File: src/common/rdmux_pkg.sv
// rdmux_pkg: shared constants and carrier types for the redriver mux control
package rdmux_pkg;

  // deemphasis setting codes (msb, lsb)
  localparam logic [1:0] DE_0DB_LOW   = 2'h0;
  localparam logic [1:0] DE_0DB_FULL  = 2'h1;
  localparam logic [1:0] DE_3P5DB     = 2'h2;
  localparam logic [1:0] DE_6DB       = 2'h3;

  // decoded level codes shared by deemphasis and equalization
  localparam logic [1:0] LVL_0DB      = 2'h0;
  localparam logic [1:0] LVL_3P5DB    = 2'h1;
  localparam logic [1:0] LVL_6DB      = 2'h2;

  // detection attempt pacing and the post-detect attempt budget
  localparam int         ATTEMPT_NS       = 1000;
  localparam int         CLK_PERIOD_NS    = 5;
  localparam int         ATTEMPT_CYCLES   = ATTEMPT_NS / CLK_PERIOD_NS;
  localparam int         EXTRA_ATTEMPTS   = 65536;
  localparam logic [16:0] EXTRA_ATT_MAX   = 17'h1_0000;
  localparam logic [15:0] ATT_CNT_ONE     = 16'h0001;
  localparam logic [16:0] EXTRA_ONE       = 17'h0_0001;
  localparam logic [16:0] EXTRA_ZERO      = 17'h0_0000;

  // control pins grouped as they arrive from straps or host logic
  typedef struct packed {
    logic       enable;
    logic       ch1_output_path_select;
    logic       ch2_input_path_select;
    logic       receiver_detect_trigger;
  } rdmux_ctrl_t;

  // per-output drive setting after decode
  typedef struct packed {
    logic       low_swing;
    logic [1:0] deemph_level;
  } rdmux_drive_t;

  // detection sequencer states
  typedef enum logic [1:0] {
    ST_STANDBY = 2'b00,
    ST_DETECT  = 2'b01,
    ST_ACTIVE  = 2'b10
  } rdmux_state_t;

endpackage

File: src/rtl/rdmux_ctrl.sv
// rdmux_ctrl: top of the redriver mux control, detection sequencing and output gating
//
// Operation
// - with enable low the part sits in standby and all redrivers are off.
// - channel one drives output A when its select is low and output B when high.
// - channel two takes input A when its select is low and input B when high.
// - deemphasis 00/01/10/11 gives 0 dB low swing, 0 dB full, 3.5 dB full, 6 dB full.
// - an output is in low swing only when both deemphasis bits are zero.
// - equalization msb low gives 0 dB, 10 gives 3.5 dB, 11 gives 6 dB, per input.
// - detection starts on enable rising and at power-up when enable is already high.
// - with enable high, any edge on the trigger or either select restarts detection.
// - while detection runs the part stays in standby with outputs squelched.
// - attempts repeat without limit on each channel until a receiver is found.
// - after one channel finds a receiver, at most 2^16 more attempts go to the other.
// - a detected channel gets its output driver and idle detection enabled.
// - with idle detection on, the output is squelched while input is below threshold.
`timescale 1ns/10ps
module rdmux_ctrl (
  input  wire logic       mclk,
  input  wire logic       sys_rst,
  input  wire logic       enable,
  input  wire logic       ch1_output_path_select,
  input  wire logic       ch2_input_path_select,
  input  wire logic       receiver_detect_trigger,
  input  wire logic [1:0] ch1a_deemph_setting,
  input  wire logic [1:0] ch1b_deemph_setting,
  input  wire logic [1:0] ch2_deemph_setting,
  input  wire logic [1:0] ch1_equalization_setting,
  input  wire logic [1:0] ch2a_equalization_setting,
  input  wire logic [1:0] ch2b_equalization_setting,
  input  wire logic       ch1_receiver_present,
  input  wire logic       ch2_receiver_present,
  input  wire logic       ch1_input_above_idle,
  input  wire logic       ch2_input_above_idle,
  output logic            standby_r,
  output logic            detect_probe_r,
  output logic            ch1_rx_found_r,
  output logic            ch2_rx_found_r,
  output logic            ch1a_drive_en_r,
  output logic            ch1b_drive_en_r,
  output logic            ch2_drive_en_r,
  output logic            ch2_src_b_r,
  output logic            ch1_idle_det_en_r,
  output logic            ch2_idle_det_en_r,
  output rdmux_pkg::rdmux_drive_t ch1a_drive_r,
  output rdmux_pkg::rdmux_drive_t ch1b_drive_r,
  output rdmux_pkg::rdmux_drive_t ch2_drive_r,
  output logic [1:0]      ch1_eq_level_r,
  output logic [1:0]      ch2a_eq_level_r,
  output logic [1:0]      ch2b_eq_level_r
);
  rdmux_pkg::rdmux_ctrl_t ctrl_in;
  rdmux_pkg::rdmux_ctrl_t ctrl_s;
  logic                   en_rise;
  logic                   restart_edge;
  rdmux_pkg::rdmux_state_t state_r;
  rdmux_pkg::rdmux_state_t state_nxt;
  logic [15:0]            pace_cnt_r;
  logic                   attempt_tick;
  logic [16:0]            extra_cnt_r;
  logic                   powerup_r;
  logic                   start_det;
  logic                   ch1_found;
  logic                   ch2_found;
  logic                   both_done;
  logic                   ch1_hit;
  logic                   ch2_hit;
  logic                   budget_out;
  logic [1:0]             unused_eq;
  rdmux_pkg::rdmux_drive_t unused_drive;

  assign ctrl_in = '{enable: enable,
                     ch1_output_path_select: ch1_output_path_select,
                     ch2_input_path_select: ch2_input_path_select,
                     receiver_detect_trigger: receiver_detect_trigger};

  rdmux_sync u_sync (
    .mclk         (mclk),
    .sys_rst      (sys_rst),
    .ctrl_in      (ctrl_in),
    .ctrl_sync    (ctrl_s),
    .en_rise      (en_rise),
    .restart_edge (restart_edge)
  );

  // one decoder per output, each also decoding one input; no half left open
  rdmux_setting_dec u_dec_1a (
    .mclk (mclk), .sys_rst (sys_rst),
    .deemph_setting (ch1a_deemph_setting), .equalization_setting (ch1_equalization_setting),
    .drive_r (ch1a_drive_r), .eq_level_r (ch1_eq_level_r)
  );
  rdmux_setting_dec u_dec_1b (
    .mclk (mclk), .sys_rst (sys_rst),
    .deemph_setting (ch1b_deemph_setting), .equalization_setting (ch2a_equalization_setting),
    .drive_r (ch1b_drive_r), .eq_level_r (ch2a_eq_level_r)
  );
  rdmux_setting_dec u_dec_2 (
    .mclk (mclk), .sys_rst (sys_rst),
    .deemph_setting (ch2_deemph_setting), .equalization_setting (ch2b_equalization_setting),
    .drive_r (ch2_drive_r), .eq_level_r (ch2b_eq_level_r)
  );
  assign unused_eq    = 2'h0;
  assign unused_drive = '0;

  // power-up with enable already high counts as a start, caught once after reset
  always_ff @(posedge mclk) begin
    if (sys_rst) begin
      powerup_r <= 1'b1;
    end else if (ctrl_s.enable | en_rise) begin
      powerup_r <= 1'b0;
    end
  end

  assign start_det = ctrl_s.enable & (en_rise | restart_edge | powerup_r);

  // attempt pacing divider: one enable pulse per detection attempt
  always_ff @(posedge mclk) begin
    if (sys_rst || start_det || state_r != rdmux_pkg::ST_DETECT) begin
      pace_cnt_r <= 16'h0000;
    end else if (attempt_tick) begin
      pace_cnt_r <= 16'h0000;
    end else begin
      pace_cnt_r <= pace_cnt_r + rdmux_pkg::ATT_CNT_ONE;
    end
  end
  assign attempt_tick = (pace_cnt_r == 16'(rdmux_pkg::ATTEMPT_CYCLES - 1));

  assign ch1_found  = attempt_tick & ch1_receiver_present & ~ch1_rx_found_r;
  assign ch2_found  = attempt_tick & ch2_receiver_present & ~ch2_rx_found_r;
  assign budget_out = (ch1_rx_found_r ^ ch2_rx_found_r) & attempt_tick
                    & (extra_cnt_r == rdmux_pkg::EXTRA_ATT_MAX - rdmux_pkg::EXTRA_ONE);
  assign both_done  = (ch1_rx_found_r | ch1_found) & (ch2_rx_found_r | ch2_found);
  // a find in this cycle counts at once, so outputs open with the state change
  assign ch1_hit    = ch1_rx_found_r | ch1_found;
  assign ch2_hit    = ch2_rx_found_r | ch2_found;

  // sequencer next state
  always_comb begin
    state_nxt = state_r;
    case (state_r)
      rdmux_pkg::ST_STANDBY: begin
        if (start_det) begin
          state_nxt = rdmux_pkg::ST_DETECT;
        end
      end
      rdmux_pkg::ST_DETECT: begin
        // keep retrying until both channels answer or the extra attempts after the first find run out
        if (both_done || budget_out) begin
          state_nxt = rdmux_pkg::ST_ACTIVE;
        end
      end
      rdmux_pkg::ST_ACTIVE: begin
        if (start_det) begin
          state_nxt = rdmux_pkg::ST_DETECT;
        end
      end
      default: state_nxt = rdmux_pkg::ST_STANDBY;
    endcase
    if (!ctrl_s.enable) begin
      state_nxt = rdmux_pkg::ST_STANDBY;
    end else if (start_det) begin
      state_nxt = rdmux_pkg::ST_DETECT;
    end
  end

  always_ff @(posedge mclk) begin
    if (sys_rst) begin
      state_r <= rdmux_pkg::ST_STANDBY;
    end else begin
      state_r <= state_nxt;
    end
  end

  // found flags clear at each new start and with enable low; a start wins over a set in the same cycle
  always_ff @(posedge mclk) begin
    if (sys_rst || start_det || !ctrl_s.enable) begin
      ch1_rx_found_r <= 1'b0;
      ch2_rx_found_r <= 1'b0;
    end else if (state_r == rdmux_pkg::ST_DETECT) begin
      if (ch1_found) begin
        ch1_rx_found_r <= 1'b1;
      end
      if (ch2_found) begin
        ch2_rx_found_r <= 1'b1;
      end
    end
  end

  // attempts on the other channel once one is found, capped at 2^16
  always_ff @(posedge mclk) begin
    if (sys_rst || start_det || state_r != rdmux_pkg::ST_DETECT) begin
      extra_cnt_r <= rdmux_pkg::EXTRA_ZERO;
    end else if (attempt_tick && (ch1_rx_found_r ^ ch2_rx_found_r)) begin
      extra_cnt_r <= extra_cnt_r + rdmux_pkg::EXTRA_ONE;
    end
  end

  // probe strobe toward the analog detector, one cycle per attempt;
  // it stands in the same cycle as the result is sampled, still inside standby
  always_ff @(posedge mclk) begin
    if (sys_rst) begin
      detect_probe_r <= 1'b0;
    end else begin
      detect_probe_r <= (state_r == rdmux_pkg::ST_DETECT) & ~start_det
                      & (pace_cnt_r == 16'(rdmux_pkg::ATTEMPT_CYCLES - 2));
    end
  end

  // standby covers enable low and the whole detection window
  always_ff @(posedge mclk) begin
    if (sys_rst) begin
      standby_r <= 1'b1;
    end else begin
      standby_r <= (state_nxt != rdmux_pkg::ST_ACTIVE);
    end
  end

  // idle detection follows each channel's receiver result
  always_ff @(posedge mclk) begin
    if (sys_rst) begin
      ch1_idle_det_en_r <= 1'b0;
      ch2_idle_det_en_r <= 1'b0;
    end else begin
      ch1_idle_det_en_r <= (state_nxt == rdmux_pkg::ST_ACTIVE) & ch1_hit;
      ch2_idle_det_en_r <= (state_nxt == rdmux_pkg::ST_ACTIVE) & ch2_hit;
    end
  end

  // drivers: active state, receiver found, input above idle, path chosen
  always_ff @(posedge mclk) begin
    if (sys_rst) begin
      ch1a_drive_en_r <= 1'b0;
      ch1b_drive_en_r <= 1'b0;
      ch2_drive_en_r  <= 1'b0;
      ch2_src_b_r     <= 1'b0;
    end else begin
      ch1a_drive_en_r <= (state_nxt == rdmux_pkg::ST_ACTIVE) & ch1_hit
                       & ch1_input_above_idle & ~ctrl_s.ch1_output_path_select;
      ch1b_drive_en_r <= (state_nxt == rdmux_pkg::ST_ACTIVE) & ch1_hit
                       & ch1_input_above_idle & ctrl_s.ch1_output_path_select;
      ch2_drive_en_r  <= (state_nxt == rdmux_pkg::ST_ACTIVE) & ch2_hit
                       & ch2_input_above_idle;
      ch2_src_b_r     <= ctrl_s.ch2_input_path_select;
    end
  end
endmodule

File: src/rtl/rdmux_sync.sv
// rdmux_sync: two-flop synchronisers plus edge detect for the control pins
`timescale 1ns/10ps
module rdmux_sync (
  input  wire logic                  mclk,
  input  wire logic                  sys_rst,
  input  wire rdmux_pkg::rdmux_ctrl_t ctrl_in,
  output rdmux_pkg::rdmux_ctrl_t     ctrl_sync,
  output logic                       en_rise,
  output logic                       restart_edge
);
  rdmux_pkg::rdmux_ctrl_t meta_r;
  rdmux_pkg::rdmux_ctrl_t sync_r;
  rdmux_pkg::rdmux_ctrl_t prev_r;

  // first stage feeds only the second; edges come from stages two and three
  always_ff @(posedge mclk) begin
    if (sys_rst) begin
      meta_r <= '0;
      sync_r <= '0;
      prev_r <= '0;
    end else begin
      meta_r <= ctrl_in;
      sync_r <= meta_r;
      prev_r <= sync_r;
    end
  end

  assign ctrl_sync    = sync_r;
  assign en_rise      = sync_r.enable & ~prev_r.enable;
  // any edge on trigger or either select restarts detection
  assign restart_edge = (sync_r.receiver_detect_trigger ^ prev_r.receiver_detect_trigger)
                      | (sync_r.ch1_output_path_select ^ prev_r.ch1_output_path_select)
                      | (sync_r.ch2_input_path_select ^ prev_r.ch2_input_path_select);
endmodule

File: src/rtl/rdmux_setting_dec.sv
// rdmux_setting_dec: registered decode of deemphasis and equalization pins
`timescale 1ns/10ps
module rdmux_setting_dec (
  input  wire logic                 mclk,
  input  wire logic                 sys_rst,
  input  wire logic [1:0]           deemph_setting,
  input  wire logic [1:0]           equalization_setting,
  output rdmux_pkg::rdmux_drive_t   drive_r,
  output logic [1:0]                eq_level_r
);
  // deemphasis code to level; low swing only for code 00
  function automatic rdmux_pkg::rdmux_drive_t dec_deemph(input logic [1:0] code);
    rdmux_pkg::rdmux_drive_t d;
    d.low_swing = (code == rdmux_pkg::DE_0DB_LOW);
    case (code)
      rdmux_pkg::DE_3P5DB: d.deemph_level = rdmux_pkg::LVL_3P5DB;
      rdmux_pkg::DE_6DB:   d.deemph_level = rdmux_pkg::LVL_6DB;
      default:             d.deemph_level = rdmux_pkg::LVL_0DB;
    endcase
    return d;
  endfunction

  // equalization: msb low means 0 dB whatever the lsb says
  function automatic logic [1:0] dec_eq(input logic [1:0] code);
    logic [1:0] l;
    if (!code[1]) begin
      l = rdmux_pkg::LVL_0DB;
    end else if (code[0]) begin
      l = rdmux_pkg::LVL_6DB;
    end else begin
      l = rdmux_pkg::LVL_3P5DB;
    end
    return l;
  endfunction

  // static straps; registering keeps outputs glitch free
  always_ff @(posedge mclk) begin
    if (sys_rst) begin
      drive_r    <= '{low_swing: 1'b1, deemph_level: rdmux_pkg::LVL_0DB};
      eq_level_r <= rdmux_pkg::LVL_0DB;
    end else begin
      drive_r    <= dec_deemph(deemph_setting);
      eq_level_r <= dec_eq(equalization_setting);
    end
  end
endmodule

File: config.mk
export PLATFORM = sky130hd
export DESIGN_NAME = rdmux_ctrl
export DESIGN_NICKNAME = d
export VERILOG_FILES = /design/src/common/rdmux_pkg.sv /design/src/rtl/rdmux_ctrl.sv /design/src/rtl/rdmux_sync.sv /design/src/rtl/rdmux_setting_dec.sv
export SDC_FILE = /design/constraint.sdc
export NUM_CORES = 1
export LEC_CHECK = 0
export BUFFER_PORTS_ARGS = -buffer_cell sky130_fd_sc_hd__buf_2
export CAP_MARGIN = 20
export CORE_ASPECT_RATIO = 0.5
export CORE_MARGIN = 10
export CORE_UTILIZATION = 59
export DETAILED_ROUTE_END_ITERATION = 8
export PLACE_DENSITY = 0.94
export SYNTH_ARGS = -nofsm -noshare
export SYNTH_HDL_FRONTEND = slang
export SYNTH_SLANG_ARGS = --single-unit
File: constraint.sdc
create_clock -name mclk -period 4.67 [get_ports mclk]
set_input_delay 0.467 -clock mclk [delete_from_list [all_inputs] [get_ports mclk]]
set_output_delay 0.467 -clock mclk [all_outputs]
set_load 0.02 [all_outputs]
==> results.ini <==
[timing]
setup_viol_count_final=0
maxSlewHeadroom_pct=52.0
rsz0062_at_grt=false
final_hold_viol_count=0
period_minus_slack_ps=2380
slew_violations=0
max_slew.worst_pin.slew_ps=714
tns_ps=0
fin_crit_sh_pct=51.1
finalClockSkew_ps=9.06
fmax_mhz=419
setup_slack_ps=2290

[logic_synthesis]
netlist_area_um2=2800
synthCells=288
synth.area.top_cells=dfxtp_1 51%, xor2_1 5.9%, nor2_1 5.2%, nor2b_1 2.9%, xnor2_1 2.5%
synth.distinct_cells=43
synth-edff-count=0
netlist_top_cells_count=72 x dfxtp_1, 39 x nor2_1, 19 x xor2_1
muxShareOfSynthArea_pct=0.357
postSynthAreaPerCell_um2=9.74
synthArstFlopShare_pct=0
synthXorXnorAreaFrac_pct=8.43
yosysSeqAreaShare_pct=51.4
synth_warnings=0
synth-seq-cells=72
synth_top_family_by_area=simple AND/OR/NAND/NOR gates
synth_top_flop_cell=dfxtp_1
yosysTopAreaCellShare_pct=51.4
synth_area_leader_cell=dfxtp_1
synth_most_common_cell=dfxtp_1
synth_compound_area_share_pct=6.60
synth_fa_ha_area_share_pct=1.78
syn_nets=314
synthSimpleGateAreaFrac_pct=29.1

[power]
peakVddDrop_mv=0.280
fin_total_pwr_mw=1.09
pwr_density_cell_nw_per_um2=335
power.leakage_nw=1.24

[clock_network]
cts_buffers=9
clk_pin_slew_worst_paths_ps=80
h-tree-depth=3
clockRootBuffer=clkbuf_8
cts_buffer_depth=2
cts_tree=done
cts_resized=0
cts_num_sinks=72
cts_hold_buf=0
post_cts_buffers=0
clkLatencyLatePin_ps=350

[floorplan]
fp.coreArea_um2=4490
die_h_um=68.7
die_area_um2=8080
io_pins=47
rows=17
die_w_um=117
start_util_pct=62.5

[critical_path]
path_depth=9
cp_max_fo=5
slowest_stage=dfxtp_1
max_stage_delay_ps=400
crit_path_end_kind=flop
path_cells=and4_1, and3_1, nand3_1, nor3_1, ha_1, nand2_1, o32ai_1, a21oi_1, or2_2
cp.arrival_ps=2610
startpoint_type=flop
regToRegSetupSlack_ps=2290
worstSetupEndpoint=standby_r
criticalPathCategory=flop to flop
r2r_cells=9
crit_start=extra_cnt_r[5]
rr_startpoint=extra_cnt_r[5]
path_delay_family=simple AND/OR/NAND/NOR gates
crit_buf_inv=0
r2r-end=standby_r
crit_required_ps=4900

[routing]
drtPass1Iterations=5
dr_total_vias=2239
drt_iter0_markers=95
remaining_drc_errors=0
drt_wl_total_um=5820
routedWlPerCell_um=14.3
vias_per_cell=5.49
drtAntennaViolNets=0

[final_layout]
n_fill_cell=280
area_delta_synth_final_pct=16.1
diodes=0
nNetsFinal=363
drive_gt1_share_pct=20.8
finalNonFillerCells=408

[grt]
grt_max_degree=30
grt_pass1_vias=2296
grtUsageTotal_pct=15.5
grt_pass1_wl_um=10100
antenna_found_initial=0
grt-ovfl-total=0

[placement]
hpwl_um=4310
dp_cells=392
place_congestion=0.791
dpl_worst_slack_ps=2370
io_buffer_count=46

[min_path]
min_path_type=primary input to flop
hold_start=ch1_equalization_setting[0]

[job]
drv_cap=0

[run_status]
status=finished, final reports clean

[where the power goes]
| group | switching, mW | total, mW | leakage, nW | internal, mW |
|---|---|---|---|---|
| Clock | 0.229 | 0.423 | 0.0789 | 0.194 |
| Sequential | 0.00338 | 0.628 | 0.585 | 0.624 |
| Combinational | 0.0226 | 0.0409 | 0.581 | 0.0182 |
[flip-flops by register name, summed over array words and instances, names as in the netlist, 2 cells and up]
name                 cells
extra_cnt_r             17
pace_cnt_r              16
state_r                  2
u_dec_1a.drive_r         3
u_dec_1a.eq_level_r      2
u_dec_1b.drive_r         3
u_dec_1b.eq_level_r      2
u_dec_2.drive_r          3
u_dec_2.eq_level_r       2
u_sync.ctrl_sync         4
u_sync.meta_r            4
u_sync.prev_r            4
[cell families (layout without fill, tap and decap cells)]
| kind of cell | Yosys count | count (layout) |
|---|---|---|
| and+or+nand+nor | 140 | 140 |
| buffers and inverters | 15 | 69 |
| adders and majority gates | 4 | 4 |
| muxes | 1 | 1 |
| AOI/OAI and AO/OA | 29 | 29 |
| xor gates and xnor gates | 27 | 27 |
| DFF | 72 | 72 |
[per-stage QoR]
stage | utilization [%] | area, um^2 | hold slack [ps]
after CTS | 72.5 | 3260 | 276
after global routing | 72.5 | 3260 | 266
after global placement | 68.7 | 3080 | 416
final | 72.5 | 3260 | 279
after detailed placement | 68.7 | 3080 | 428
after floorplan | - | 2800 | 414
[per-layer routing]
metal / vias up / track usage (%) / routed length, um
met5: - / 0 / 0
met1: 1042 / 14.6 / 2260
met4: 0 / 7.65 / 119
li1: 1097 / - / -
met3: 15 / 8.99 / 622
met2: 85 / 27.7 / 2820
[area by class of cell]
| class | instances | area, um^2 | area share (%) |
|---|---|---|---|
| multi-input combinational | 201 | 1300 | 39.9 |
| clock inverter | 6 | 45.0 | 1.38 |
| sequential | 72 | 1440 | 44.3 |
| inverter | 6 | 22.5 | 0.692 |
| clock buffer | 10 | 128 | 3.92 |
| tap | 66 | 82.6 | 2.54 |
| timing repair buffer | 47 | 238 | 7.30 |
[worst min path at each step]
stage	to	slack, ps	cells past startpoint
2_1_floorplan	u_sync.ctrl_sync[0]	410	1
3_3_place_gp	u_sync.ctrl_sync[0]	420	1
3_5_place_dp	u_sync.ctrl_sync[1]	430	1
4_1_cts	u_dec_1a.eq_level_r[0]	280	2
5_1_grt	u_dec_2.eq_level_r[0]	270	2
6_report	u_dec_1a.eq_level_r[0]	280	2
[cell usage in the layout, fill, tap and decap left out, types with 7 or more instances in the layout]
cell	Yosys	layout
nand2_1	12	12
dfxtp_1	72	72
nand3_1	11	11
buf_2	0	46
nand4_1	11	11
nor2b_1	13	13
nor2_1	39	39
o21ai_0	8	7
nor3_1	8	8
clkbuf_8	0	9
xnor2_1	8	8
a21oi_1	8	8
xor2_1	19	19
No activity file was read; power rests on OpenSTA's default activity.
